File: src/core/dpsc_pkg.sv
// Purpose: shared constants and types for the dual-port sram port host
// Assumes: 100 MHz system clock, one sram port driven by this host
// Notes: register offsets are byte addresses on the local register port
package dpsc_pkg;

    // ************************************************************
    // widths and register map
    // ************************************************************
    localparam int AW = 19; // sram address bits
    localparam int DW = 18; // sram data bits, two 9-bit lanes
    localparam int SW = DW + 2; // synchronised inputs: data, busy, tdo
    localparam logic [4:0] REG_CMD = 5'h00; // write starts an access
    localparam logic [4:0] REG_ADDR = 5'h04; // sram address
    localparam logic [4:0] REG_WDATA = 5'h08; // write data
    localparam logic [4:0] REG_RDATA = 5'h0c; // last read data
    localparam logic [4:0] REG_STAT = 5'h10; // status, refused is w1c
    localparam logic [4:0] REG_CFG = 5'h14; // pin levels and test port

    // ************************************************************
    // field positions
    // ************************************************************
    localparam int CMD_OP_LSB = 0;
    localparam int CMD_OP_MSB = 1;
    localparam int CMD_UB = 2; // use upper lane
    localparam int CMD_LB = 3; // use lower lane
    localparam int CFG_W = 7;
    localparam int CFG_SLEEP = 0;
    localparam int CFG_OPT = 1;
    localparam int CFG_MS = 2; // 1 = device is master
    localparam int CFG_TCK_EN = 3;
    localparam int CFG_TMS = 4;
    localparam int CFG_TDI = 5;
    localparam int CFG_TRST = 6; // 1 = hold test reset
    localparam logic [CFG_W-1:0] CFG_RST = 7'h40; // test port held in reset
    localparam int STAT_W = 5;
    localparam int ST_BUSY = 0;
    localparam int ST_GRANT = 1;
    localparam int ST_BUSYPIN = 2;
    localparam int ST_TDO = 3;
    localparam int ST_REFUSED = 4;

    // ************************************************************
    // timing
    // ************************************************************
    localparam int CLK_NS = 10;
    localparam int CLK_MHZ = 100;
    localparam int ACC_NS = 15; // slowest access time served
    localparam int ACC_CYC = (ACC_NS + CLK_NS - 1) / CLK_NS;
    localparam int SYNC_CYC = 3; // input synchroniser depth
    localparam int WAIT_CYC = ACC_CYC + SYNC_CYC;
    localparam logic [3:0] WAIT_LAST = 4'(WAIT_CYC - 1);
    localparam int TCK_MAX_MHZ = 10;
    localparam int TCK_HALF = (CLK_MHZ + 2 * TCK_MAX_MHZ - 1) / (2 * TCK_MAX_MHZ);
    localparam logic [3:0] TCK_LAST = 4'(TCK_HALF - 1);

    // ************************************************************
    // types
    // ************************************************************
    typedef enum logic [1:0] {OP_READ, OP_WRITE, OP_SEM_RD, OP_SEM_WR} dpsc_op_t;
    typedef enum logic [1:0] {ST_IDLE, ST_SETUP, ST_STROBE, ST_DONE} dpsc_state_t;
    typedef struct packed {
        logic chip_enable_low_active_n;
        logic chip_enable_high_active;
        logic semaphore_select_n;
        logic upper_byte_select_n;
        logic lower_byte_select_n;
        logic read_not_write;
        logic output_enable_n;
    } dpsc_pins_t;
    localparam dpsc_pins_t PINS_IDLE = '{1'b1, 1'b0, 1'b1, 1'b1, 1'b1, 1'b1, 1'b1};
    typedef struct packed {
        logic test_clock;
        logic test_mode_select;
        logic test_data_in;
        logic test_reset_n;
    } dpsc_jtag_t;
    typedef struct packed {
        dpsc_state_t state;
        dpsc_op_t op;
        logic [3:0] cnt;
        dpsc_pins_t pins;
        logic [AW-1:0] addr;
        logic [DW-1:0] wdata;
        logic [DW-1:0] rdata;
        logic dq_oe;
        logic grant;
        logic refused;
        logic [CFG_W-1:0] cfg;
        logic tck;
        logic [3:0] tck_cnt;
        logic [31:0] rd_out;
    } dpsc_ctl_t;

endpackage : dpsc_pkg

File: src/core/dpsc_host.sv
// Purpose: host controller for one port of an asynchronous dual-port sram
// Assumes: single 100 MHz clock, sram pins sampled through synchronisers
// Notes: one access at a time; commands during an access or sleep are refused
//
// Implementation choices: the register addresses and the plain strobed port.
`timescale 1ns/1ps
`default_nettype none

// Notes on behaviour
// - no test clock while port sleeps
// - semaphore read with chip enables inactive
// - semaphore write on read/write rising edge
// - semaphore read needs a lane select
// - test clock at most 10 MHz
module dpsc_host (
    input wire logic clk_i,
    input wire logic rst_i,
    input wire logic [4:0] reg_addr_i,
    input wire logic [31:0] reg_wdata_i,
    input wire logic reg_we_i,
    input wire logic reg_re_i,
    output logic [31:0] reg_rdata_o,
    output dpsc_pkg::dpsc_pins_t sram_pins_o,
    output logic [dpsc_pkg::AW-1:0] sram_addr_o,
    input wire logic [dpsc_pkg::DW-1:0] dq_i,
    output logic [dpsc_pkg::DW-1:0] dq_o,
    output logic dq_oe_o,
    input wire logic busy_i,
    output logic busy_o,
    output logic busy_oe_o,
    output logic master_slave_o,
    output logic sleep_request_o,
    output logic io_level_option_o,
    output dpsc_pkg::dpsc_jtag_t jtag_o,
    input wire logic tdo_i
);
    import dpsc_pkg::*;

    // ************************************************************
    // helpers
    // ************************************************************
    // ops that sample the data bus
    function automatic logic is_rd(input dpsc_op_t op);
        is_rd = (op == OP_READ) || (op == OP_SEM_RD);
    endfunction : is_rd

    // ops that go through the flags, not the array
    function automatic logic is_sem(input dpsc_op_t op);
        is_sem = (op == OP_SEM_RD) || (op == OP_SEM_WR);
    endfunction : is_sem

    // ************************************************************
    // input synchronisers
    // ************************************************************
    logic [SW-1:0] s1; // first stage, read only by s2
    logic [SW-1:0] s2;
    logic [SW-1:0] s3;
    logic [SW-1:0] filt; // settled view of the pins
    logic [SW-1:0] next_filt;

    // a bit moves only once stages two and three agree
    always_comb
    begin
        next_filt = (s3 & ~(s2 ^ s3)) | (filt & (s2 ^ s3));
    end

    // three-stage chain plus settled value
    always_ff @(posedge clk_i or posedge rst_i)
    begin
        if (rst_i)
        begin
            s1 <= '0;
            s2 <= '0;
            s3 <= '0;
            filt <= '0;
        end
        else
        begin
            s1 <= {tdo_i, busy_i, dq_i};
            s2 <= s1;
            s3 <= s2;
            filt <= next_filt;
        end
    end

    // ************************************************************
    // control state
    // ************************************************************
    dpsc_ctl_t ctl; // all control flops
    dpsc_ctl_t next_ctl;
    logic [STAT_W-1:0] stat; // status word
    logic cmd_hit; // command register written
    logic sleeping;
    logic lane_u;
    logic lane_l;

    // register port, access sequencer and test clock divider
    always_comb
    begin
        next_ctl = ctl;
        sleeping = ctl.cfg[CFG_SLEEP];
        cmd_hit = reg_we_i && (reg_addr_i == REG_CMD);
        lane_u = reg_wdata_i[CMD_UB];
        lane_l = reg_wdata_i[CMD_LB];
        stat = '0;
        stat[ST_BUSY] = (ctl.state != ST_IDLE);
        stat[ST_GRANT] = ctl.grant;
        stat[ST_BUSYPIN] = filt[DW];
        stat[ST_TDO] = filt[DW+1];
        stat[ST_REFUSED] = ctl.refused;
        // register writes; cfg only changes while idle so sleep never cuts an access
        if (reg_we_i)
        begin
            if (reg_addr_i == REG_ADDR)
            begin
                next_ctl.addr = reg_wdata_i[AW-1:0];
            end
            else if (reg_addr_i == REG_WDATA)
            begin
                next_ctl.wdata = reg_wdata_i[DW-1:0];
            end
            else if (reg_addr_i == REG_STAT)
            begin
                if (reg_wdata_i[ST_REFUSED])
                begin
                    next_ctl.refused = 1'b0; // w1c, set below wins
                end
            end
            else if (reg_addr_i == REG_CFG)
            begin
                if (ctl.state == ST_IDLE)
                begin
                    next_ctl.cfg = reg_wdata_i[CFG_W-1:0];
                end
                else
                begin
                    next_ctl.refused = 1'b1;
                end
            end
        end
        // read data stands in the following cycle only
        next_ctl.rd_out = '0;
        if (reg_re_i)
        begin
            if (reg_addr_i == REG_ADDR)
            begin
                next_ctl.rd_out = 32'(ctl.addr);
            end
            else if (reg_addr_i == REG_WDATA)
            begin
                next_ctl.rd_out = 32'(ctl.wdata);
            end
            else if (reg_addr_i == REG_RDATA)
            begin
                next_ctl.rd_out = 32'(ctl.rdata);
            end
            else if (reg_addr_i == REG_STAT)
            begin
                next_ctl.rd_out = 32'(stat);
            end
            else if (reg_addr_i == REG_CFG)
            begin
                next_ctl.rd_out = 32'(ctl.cfg);
            end
        end
        // access sequencer
        case (ctl.state)
            ST_IDLE:
            begin
                if (cmd_hit && sleeping)
                begin
                    next_ctl.refused = 1'b1;
                end
                else if (cmd_hit)
                begin
                    next_ctl.op = dpsc_op_t'(reg_wdata_i[CMD_OP_MSB:CMD_OP_LSB]);
                    next_ctl.pins.upper_byte_select_n = ~lane_u;
                    next_ctl.pins.lower_byte_select_n = ~lane_l;
                    if (next_ctl.op == OP_SEM_RD && !lane_u && !lane_l)
                    begin
                        next_ctl.pins.lower_byte_select_n = 1'b0;
                    end
                    if (next_ctl.op == OP_SEM_WR)
                    begin
                        next_ctl.pins.lower_byte_select_n = 1'b0;
                    end
                    if (is_sem(next_ctl.op))
                    begin
                        next_ctl.pins.semaphore_select_n = 1'b0;
                    end
                    else
                    begin
                        next_ctl.pins.chip_enable_low_active_n = 1'b0;
                        next_ctl.pins.chip_enable_high_active = 1'b1;
                    end
                    next_ctl.state = ST_SETUP;
                end
            end
            ST_SETUP:
            begin
                // address and selects have settled for one cycle
                if (is_rd(ctl.op))
                begin
                    next_ctl.pins.output_enable_n = 1'b0;
                end
                else
                begin
                    next_ctl.pins.read_not_write = 1'b0;
                    next_ctl.dq_oe = 1'b1;
                end
                next_ctl.cnt = '0;
                next_ctl.state = ST_STROBE;
            end
            ST_STROBE:
            begin
                // wait covers access time plus the synchroniser delay
                next_ctl.cnt = ctl.cnt + 4'h1;
                if (ctl.cnt == WAIT_LAST)
                begin
                    next_ctl.pins.read_not_write = 1'b1;
                    next_ctl.pins.output_enable_n = 1'b1;
                    if (is_rd(ctl.op))
                    begin
                        next_ctl.rdata = filt[DW-1:0];
                    end
                    if (ctl.op == OP_SEM_RD)
                    begin
                        next_ctl.grant = ~filt[0];
                    end
                    next_ctl.state = ST_DONE;
                end
            end
            default:
            begin
                // selects held one cycle past the write edge
                next_ctl.pins = PINS_IDLE;
                next_ctl.dq_oe = 1'b0;
                next_ctl.state = ST_IDLE;
            end
        endcase
        if (cmd_hit && ctl.state != ST_IDLE)
        begin
            next_ctl.refused = 1'b1;
        end
        // test clock: half period of whole cycles, stopped in sleep
        if (ctl.cfg[CFG_TCK_EN] && !sleeping)
        begin
            next_ctl.tck_cnt = ctl.tck_cnt + 4'h1;
            if (ctl.tck_cnt == TCK_LAST)
            begin
                next_ctl.tck_cnt = '0;
                next_ctl.tck = ~ctl.tck;
            end
        end
        else
        begin
            next_ctl.tck_cnt = '0;
            next_ctl.tck = 1'b0;
        end
    end

    // control flops
    always_ff @(posedge clk_i or posedge rst_i)
    begin
        if (rst_i)
        begin
            ctl <= '{state: ST_IDLE, op: OP_READ, pins: PINS_IDLE, cfg: CFG_RST, default: '0};
        end
        else
        begin
            ctl <= next_ctl;
        end
    end

    // ************************************************************
    // outputs
    // ************************************************************
    assign reg_rdata_o = ctl.rd_out;
    assign sram_pins_o = ctl.pins;
    assign sram_addr_o = ctl.addr;
    assign dq_o = ctl.wdata; // bit 0 carries the flag value
    assign dq_oe_o = ctl.dq_oe;
    assign busy_o = 1'b1; // inactive level toward a slave device
    assign busy_oe_o = ~ctl.cfg[CFG_MS];
    assign master_slave_o = ctl.cfg[CFG_MS];
    assign sleep_request_o = ctl.cfg[CFG_SLEEP];
    assign io_level_option_o = ctl.cfg[CFG_OPT];
    assign jtag_o = '{ctl.tck, ctl.cfg[CFG_TMS], ctl.cfg[CFG_TDI], ~ctl.cfg[CFG_TRST]};
endmodule : dpsc_host

`default_nettype wire

File: config.mk
export PLATFORM = sky130hd
export DESIGN_NAME = dpsc_host
export DESIGN_NICKNAME = d
export VERILOG_FILES = /design/src/core/dpsc_pkg.sv /design/src/core/dpsc_host.sv
export SDC_FILE = /design/constraint.sdc
export NUM_CORES = 1
export LEC_CHECK = 0
export BUFFER_PORTS_ARGS = -buffer_cell sky130_fd_sc_hd__buf_2
export CAP_MARGIN = 10
export CORE_MARGIN = 2
export CORE_UTILIZATION = 40
export DETAILED_ROUTE_END_ITERATION = 8
export PLACE_DENSITY = 0.72
export SLEW_MARGIN = 15
export SYNTH_ARGS = -nofsm -noshare
export SYNTH_HDL_FRONTEND = slang
export SYNTH_SLANG_ARGS = --single-unit
File: constraint.sdc
create_clock -name clk_i -period 8.75 [get_ports clk_i]
set_clock_uncertainty 0.1 [all_clocks]
set_input_delay 2.1875 -clock clk_i [delete_from_list [all_inputs] [get_ports clk_i]]
set_output_delay 2.1875 -clock clk_i [all_outputs]
set_load 0.005 [all_outputs]
* Yosys cells after proc, flatten, opt, wreduce, memory -nomap -nowiden
Cells that the tools add are included.
Widths: inputs -> output; s select.
** Operators by class
- Bitwise operators :: 18
- Add/subtract/negate cells :: 2
- Reductions and logical operators :: 31
- Eq/ne operators :: 20
- Muxes and demuxes :: 37
** Operators with widths (count)
- $and 20x20->20 :: 2
- $mux 19 :: 2
- $mux 18 :: 2
- $mux 8 :: 4
- $mux 7 :: 4
- $reduce_and 3->1 :: 8
- $mux 5 :: 4
- $not 20->20 :: 1
- $or 20x20->20 :: 1
- $xor 20x20->20 :: 1
- $not 1->1 :: 13
- $mux 1 :: 12
- $ne 2x2->1 const B :: 6
- $pmux 2 s3 :: 2
- $eq 5x4->1 const B :: 2
- $eq 5x5->1 const B :: 2
- $pmux 5 s2 :: 1
- $add 4x1->4 const B :: 2
- $eq 2x2->1 const B :: 4
- $eq 4x3->1 const B :: 2
- $mux 4 :: 2
- $pmux 4 s2 :: 1
- $reduce_and 4->1 :: 2
- $logic_and 1x1->1 :: 6
- 13 further kinds :: 22
** Storage, ports and cells
- Output and inout port bits :: 86
- Bits of input ports :: 61
- Word-level logic and storage cells :: 132
- Register bits after elaboration :: 197

* Longest topological paths before layout
Gate-level depths: netlist of run 1.
- Depth in word-level cells :: 10
- Mapped depth :: 8
- Gate-level depth less buffers :: 6

* Worst setup path after synthesis of run 1
OpenSTA, ideal clock, no wires.
- Kind :: input -> register
- Start :: input reg_addr_i[1]
- End :: register ctl[116] (netlist name)
- Library setup time :: 0.125 ns
- Cell stages on the path :: 6
- Arrival :: 3.889 ns
- Path buffers :: 2
- Setup slack :: 4.636 ns
- Cells stage by stage :: buf_6 or4b_1 or4_1 buf_2 a21oi_1 mux2_2
** On the way
- Longest elaborated chain between the ends :: 5
- Elaborated cells between the ends (all ways) :: 6
- Classes of those cells :: eq/ne: 2; reduce/logical: 4
** Ends and longest elaborated chain
- from (decl) :: line dpsc_host.sv:18 : input wire logic [4:0] reg_addr_i,
- $logic_not 5->1 * :: line dpsc_host.sv:102 : cmd_hit = reg_we_i && (reg_addr_i == REG_CMD);
- $logic_and 1x1->1 * :: line dpsc_host.sv:102
- $logic_and 1x1->1 :: line dpsc_host.sv:170 : if (cmd_hit && sleeping)
- $ne 2x2->1 (no line)
- $reduce_and 3->1 (no line) *
- to (signal assigned) :: line dpsc_host.sv:271 : ctl <= next_ctl;
- to (decl) :: line dpsc_host.sv:89 : dpsc_ctl_t ctl;
Mark *: on every way between the ends. The rest lies on a longest branch, timed or not.
A chain may end at the register's enable or synchronous reset.

* Worst setup path in the final report of run 1
- Start :: input reg_addr_i[2]
- End :: register ctl (netlist bit sram_addr_o[3])
** On the way
- Longest elaborated chain between the ends :: 2
** Ends and longest elaborated chain
- $eq 5x3->1 :: line dpsc_host.sv:114 : if (reg_addr_i == REG_ADDR)
- $reduce_and 2->1 (no line)
Every way passes these cells.

==> metrics.md, run 1 <==
| Metric | Value |
|---|---|
| Result of the run | finished clean |
| Clock Sinks | about 180 |
| Fraction of the cycle the final worst path needs | 51.5% |
| Largest delay share family, worst path | simple AND/OR/NAND/NOR gates |
| Combinational Power Share | 15.4% |
| Setup tns final | 0 ns |
| Layer carrying the most global-route usage | met2 |
| First-pass GRT wire length | around 25 mm |
| Buffer count from post-CTS setup fixing | 0 |
| Count of input and output buffers | 119 |
| DRC violation total after the first TritonRoute iteration | 345 |
| First-pass DRT Iterations | 6 |
| Number of maximum-capacitance violations | 0 |
| TritonCTS clock tree | yes |
| Setup WS pre-CTS | between 3 and 4 ns |
| Area Overhead vs Synth | 11.5% |
| Vias in the first global route | 4523 |
| Footprint of the multi-input gates | 2020 sq um |
| Type of origin of the critical path | input pin |
| Worst Hold Launch | s1[10] |
| Storage cell area | 4610 sq um |
| Slew at the pin closest to its max-slew limit | 0.898 ns |
| Crit path capture type | flop |
| Post-CTS Hold Fix Bufs | 0 |
| Final weighted congestion in routability-driven placement | 0.737 |
| Hold-critical path endpoint | s2[10] |
| Final setup vio count | 0 |
| Final antenna-violating net count | 0 |
| Final antenna diode count | 0 |
| Delay of the slowest critical-path stage | 0.68 ns |
| Sw power | 583 uW |
| Max Transition Viols Final | 0 |
| Total global routing overflow | 0 |
| Top library cells by usage in the layout, fill and taps aside | 177 x sky130_fd_sc_hd__dfrtp_1, 119 x sky130_fd_sc_hd__buf_2, 64 x sky130_fd_sc_hd__mux2_2 |
| Hold WC Path Type | reg2reg |
| Initial Util | 40.8% |
| DP Wirelength | 10.4 mm |
| Net count of the finished layout | roughly 660 |
| Routed via count divided by cell count | slightly above 5 |
| Fraction of layout instances using a drive strength above 1 | 39.5% |
| Reg2reg start | ctl[115] |
| Number of hold-slack violations in the final timing report | 0 |
| Lkg Pwr | 3.90 nW |
| Relative slew margins | 39.3% |
| Post-detailed-route wirelength per cell | 18.1 um |
| Synth top area cells | sky130_fd_sc_hd__dfrtp_1 60%, sky130_fd_sc_hd__mux2_2 9.8%, sky130_fd_sc_hd__buf_4 8.2% |
| Post-Syn Area | 7350 sq um |
| Hold path depth | 0 |
| Chain of cells forming the critical path | buf_2 > or3b_2 > nor3_4 > nand2_2 > mux2_2 |
| Synthesis warning total | 0 |
| Final core utilization | ~45% |
| Post-Syn Area per Cell | between 10 and 15 sq um |
| Worst IR Drop VDD | 135 uV |
| Clock network fraction of design power | 35.5% |
| Number of synthesized flops with an enable pin | 0 |
| Slack of the worst reg-to-reg path | between 6 and 7 ns |
| Min Hold Slack | ~0.25 ns |
| Leading cell type in the layout, fill and taps excluded | sky130_fd_sc_hd__dfrtp_1 |
| FF-to-FF path depth | 4 |
| Ratio of total power to cell area | 258 nW/um^2 |
| Top achievable clock speed | around 220 MHz |
| Met1 Track Usage GR | around a fifth |
| Asr flop ratio synth | 100% |
| Fill count | about 1600 |
| Clock tree root driver cell | sky130_fd_sc_hd__clkbuf_16 |
| Num rows | 49 |
| Worst EP required | ~9.0 ns |
| Met3 Resource Use GR | 4.34% |
| #FFs+latches synth | about 180 |
| Synthesized netlist cell count | 539 |
| Tot GR Track Use | 16.2% |
| Arrival time worst endpoint | 4.71 ns |
| Switching power as a share of total power | 27.6% |
| Final min period | 4.51 ns |
| Vias post-DR | about 4300 |
| Crit path max fanout | 19 |
| Leading area contributor after synthesis | sky130_fd_sc_hd__dfrtp_1 |
| Clock Pin Slew Worst Setup and Hold Paths | 0.06 ns |
| Clock Latency Late Sink | 0.43 ns |
| Total clock buffers created by CTS | 17 |
| Max Root-Sink Buffers | 2 |
| Portion of the post-synthesis area used by sequential elements | 62.8% |
| Top-level I/O count | 147 |
| Chip Width | 140 um |
| Setup Crit Path Kind | in2reg |
| Die Height | 140 um |
| Relative contribution of sequential cells to total power | 49.1% |
| R2R Path End | sleep_request_o |
| RSZ-0062 raised after global routing | false |
| Placeable core region | 18000 sq um |
| Cell type of the slowest stage on the worst timing path | sky130_fd_sc_hd__nor3_4 |
| Total Power | between 2 and 2.5 mW |
| Setup WS post-layout | around 4.2 ns |
| Distinct cells, synth | 56 |
| Largest net degree at the start of global routing | 98 |
| Internal power contribution | 1.53 mW |
| Quantity of gates resized following cts | 0 |
| DRC violations left | 0 |
| Die ar. | 19500 sq um |
| Count of buffering cells on the critical path with inverters included | 1 |
| Share of the synthesized area in the top cell type | 60.3% |
| Maximum level of the CTS H-tree | 4 |
| Post-synth top flop | sky130_fd_sc_hd__dfrtp_1 |
| Fraction of met2 tracks used by global routing | 26.6% |
| Antenna violations before repair | 0 |
| Drt total wl | roughly 15 mm |
==> area by class of cell <==
| class | instances | area share, % |
|---|---|---|
| clock buffers | 20 | 5.57 |
| inverters | 19 | 0.931 |
| well taps | 229 | 3.50 |
| repair buffers | 121 | 7.50 |
| clock inverters | 12 | 1.56 |
| flip-flops and latches | 184 | 56.3 |
| multi-input cells | 247 | 24.7 |
==> synth_stat cells (5+ instances only) <==
| cell type | count |
|---|---|
| sky130_fd_sc_hd__dfrtp_1 | 177 |
| sky130_fd_sc_hd__buf_4 | 80 |
| sky130_fd_sc_hd__mux2_2 | 64 |
| sky130_fd_sc_hd__maj3_1 | 20 |
| sky130_fd_sc_hd__inv_1 | 19 |
| sky130_fd_sc_hd__nor2_1 | 19 |
| sky130_fd_sc_hd__a222oi_1 | 15 |
| sky130_fd_sc_hd__o21ai_0 | 13 |
| sky130_fd_sc_hd__clkbuf_1 | 12 |
| sky130_fd_sc_hd__nand2_1 | 9 |
| sky130_fd_sc_hd__a21oi_1 | 7 |
| sky130_fd_sc_hd__dfstp_2 | 7 |
| sky130_fd_sc_hd__ha_1 | 7 |
| sky130_fd_sc_hd__a22oi_1 | 6 |
| sky130_fd_sc_hd__buf_2 | 6 |
| sky130_fd_sc_hd__nand3_1 | 5 |
| sky130_fd_sc_hd__nor3b_1 | 5 |
==> metrics by stage <==
stage                     std cells  cell area, sq um
after global placement          800              7610
after global routing            832              8200
after CTS                       832              8190
final                           832              8200
after floorplan                 551              7400
after detailed placement        800              7610
==> power groups by stage <==
stage          clock [mW]  sequential [mW]  combinational [mW]
5_1_grt             0.812             1.05               0.359
6_report            0.750             1.04               0.325
3_5_place_dp            0             1.05               0.326
3_3_place_gp            0             1.05               0.303
2_1_floorplan           0             1.03               0.274
4_1_cts             0.772             1.04               0.327
==> metal layers <==
layer	share of wire [%]	wire (um)
met3	5.3	801
met1	42	6300
met2	50	7590
met5	0	0
met4	2.4	365
==> worst max path at each step <==
stage	startpoint	endpoint	cells after the start	slack, ns
floorplan	rst_i	async pin	1	1.47
global placement	reg_addr_i[2]	sram_addr_o[10]	5	3.82
detailed placement	reg_addr_i[2]	sram_addr_o[3]	5	3.83
CTS	reg_addr_i[2]	sram_addr_o[3]	5	4.28
global route	reg_addr_i[2]	sram_addr_o[3]	5	4.15
finish	reg_addr_i[2]	sram_addr_o[3]	5	4.24
==> cell families after synthesis <==
logic type / after synthesis / synth area share (%)
buffers and inverters: 120 / 10.4
XOR/XNOR: 2 / 0.238
flip-flops: 184 / 62.8
AO/OA/AOI/OAI: 59 / 6.01
other: 2 / 0.102
multiplexers: 67 / 10.3
AND/OR/NAND/NOR: 78 / 6.28
adder cells (fa/ha/maj): 27 / 3.91
(Power assumes the default switching activity.)
==> run 2, diff against run 1 <==
Settings changed: PLACE_DENSITY 0.72 to 0.74.
Clock period 8.75 ns to 3.8 ns, I/O delays scaled along.
==> run 2 against run 1 <==
  * Global-route usage fell by 0.61 points
  * Clock-buffer cell count is 1 lower
  * Register-to-register slack got worse by 5.0 ns
  * Wire length fell by 1.4%
  * Critical path depth did not move
  * Sequential share of layout area shrank 0.15 points
  * First-iteration DRC count fell by 15%
  * Critical path type unchanged
  * Critical endpoint is now ctl[116]
  * Highest routed layer unchanged
==> metrics.md, run 2 (synthesized netlist as in run 1, its figures left out) <==
| Metric | Value |
|---|---|
| Result of the run | finished clean |
| First-pass DRT Iterations | 5 |
| Final core utilization | between 40% and 50% |
| Footprint of the multi-input gates | 2020 sq um |
| Storage cell area | 4610 sq um |
| Buffer count from post-CTS setup fixing | 0 |
| Die ar. | 19500 sq um |
| R2R Path End | jtag_o[1] |
| DRC violation total after the first TritonRoute iteration | 294 |
| Vias post-DR | ~4300 |
| Top achievable clock speed | 366 MHz |
| Endpoint of the most critical setup path | ctl[116] |
| Routed via count divided by cell count | 5.15 |
| Number of hold-slack violations in the final timing report | 0 |
| Setup Crit Path Kind | in2reg |
| RSZ-0062 raised after global routing | false |
| Type of origin of the critical path | input pin |
| Setup tns final | 0 ns |
| Arrival time worst endpoint | about 3.0 ns |
| Clock Pin Slew Worst Setup and Hold Paths | 0.07 ns |
| Ratio of total power to cell area | between 500 and 600 nW/um^2 |
| DP Wirelength | 9.94 mm |
| Area Overhead vs Synth | 11.8% |
| Final setup vio count | 0 |
| Fraction of layout instances using a drive strength above 1 | 40.1% |
| Largest net degree at the start of global routing | 104 |
| Top library cells by usage in the layout, fill and taps aside | 177 x sky130_fd_sc_hd__dfrtp_1, 119 x sky130_fd_sc_hd__buf_2, 64 x sky130_fd_sc_hd__mux2_2 |
| Antenna violations before repair | 0 |
| Final weighted congestion in routability-driven placement | 0.817 |
| Num rows | roughly 50 |
| Hold WC Path Type | reg2reg |
| Post-CTS Hold Fix Bufs | 0 |
| Total global routing overflow | 0 |
| Slew at the pin closest to its max-slew limit | 0.976 ns |
| Fill count | 1598 |
| Leading cell type in the layout, fill and taps excluded | sky130_fd_sc_hd__dfrtp_1 |
| Initial Util | between 40 and 50% |
| Final antenna diode count | 0 |
| Clock Sinks | 184 |
| Hold path depth | 0 |
| Die Height | 140 um |
| Vias in the first global route | about 4400 |
| Setup WS post-layout | ~1.1 ns |
| Clock tree root driver cell | sky130_fd_sc_hd__clkbuf_16 |
| Drt total wl | about 15 mm |
| Lkg Pwr | 3.91 nW |
| Count of input and output buffers | 119 |
| Top-level I/O count | between 100 and 150 |
| Fraction of the cycle the final worst path needs | 71.9% |
| Net count of the finished layout | 664 |
| Max Transition Viols Final | 0 |
| Final min period | 2.73 ns |
| Slack of the worst reg-to-reg path | roughly 1.6 ns |
| TritonCTS clock tree | yes |
| Total clock buffers created by CTS | 17 |
| First-pass GRT wire length | 23.7 mm |
| DRC violations left | 0 |
| Launching element of the worst setup path | reg_addr_i[4] |
| Number of maximum-capacitance violations | 0 |
| Setup WS pre-CTS | 0.630 ns |
| Post-detailed-route wirelength per cell | 17.7 um |
| Placeable core region | roughly 18000 sq um |
| Crit path capture type | flop |
| Max Root-Sink Buffers | 2 |
| Crit path max fanout | 13 |
| Quantity of gates resized following cts | 0 |
| Final antenna-violating net count | 0 |
| Relative slew margins | roughly a third |
| Reg2reg start | ctl[115] |
| Maximum level of the CTS H-tree | 4 |
| Clock Latency Late Sink | 0.43 ns |
| FF-to-FF path depth | 4 |
| Worst EP required | 4.02 ns |
| Worst IR Drop VDD | 310 uV |
| Chip Width | ~140 um |
| Tot GR Track Use | between 10% and 20% |
==> run 2: cell types whose count changed in the layout (fill, tap and decap cells not counted) <==
cell and delta:
sky130_fd_sc_hd__clkinv_2 +1, sky130_fd_sc_hd__clkinvlp_4 +3, sky130_fd_sc_hd__inv_8 +1, sky130_fd_sc_hd__buf_6 -1, sky130_fd_sc_hd__clkbuf_8 -1, sky130_fd_sc_hd__bufinv_16 -1, sky130_fd_sc_hd__inv_6 -3, sky130_fd_sc_hd__buf_12 +1
sky130_fd_sc_hd__buf_4 +6
==> run 2: power by group <==
group | switching, mW | internal, mW | leakage [nW]
Combinational | 0.384 | 0.350 | 1.34
Clock | 0.785 | 0.874 | 0.265
Sequential | 0.173 | 2.21 | 2.30
==> run 2: cell type report <==
type	count	share of cell area, %
sequential	184	56.1
multi-input combinational	247	24.6
timing repair buffer	127	8.13
clock buffer	19	5.39
tap	229	3.49
clock inverter	13	1.35
inverter	19	0.913
==> run 2: per-stage QoR <==
step           hold WS (ns)  instances  cell area [sq um]  total power [mW]
2_1_floorplan         0.231        551               7400              3.00
3_3_place_gp          0.233        806               7660              3.10
3_5_place_dp          0.235        806               7660              3.16
4_1_cts               0.250        838               8220              4.83
5_1_grt               0.254        838               8220              5.03
6_report              0.247        838               8220              4.78
==> run 2: metal layers <==
layer / vias to the layer above / global-route usage [%] / wire, um
met5: - / 0 / 0
met4: 0 / 6.37 / 270
met3: 23 / 4.27 / 1060
met2: 191 / 24.7 / 7290
met1: 2192 / 20.5 / 6230
li1: 1912 / - / -
==> run 2: worst min-delay path by stage <==
stage                         to  slack [ns]   start
after floorplan            s2[0]        0.23   s1[0]
after global placement    s2[14]        0.23  s1[14]
after detailed placement  s2[12]        0.23  s1[12]
after CTS                  s2[5]        0.25   s1[5]
after global routing       s2[5]        0.25   s1[5]
final                      s2[6]        0.25   s1[6]
==> run 2: critical path, stage by stage <==
cell and delay [ns]:
sky130_fd_sc_hd__buf_2 0.18, sky130_fd_sc_hd__or4b_1 0.56, sky130_fd_sc_hd__or4_1 0.61, sky130_fd_sc_hd__a21oi_1 0.29, sky130_fd_sc_hd__mux2_2 0.36
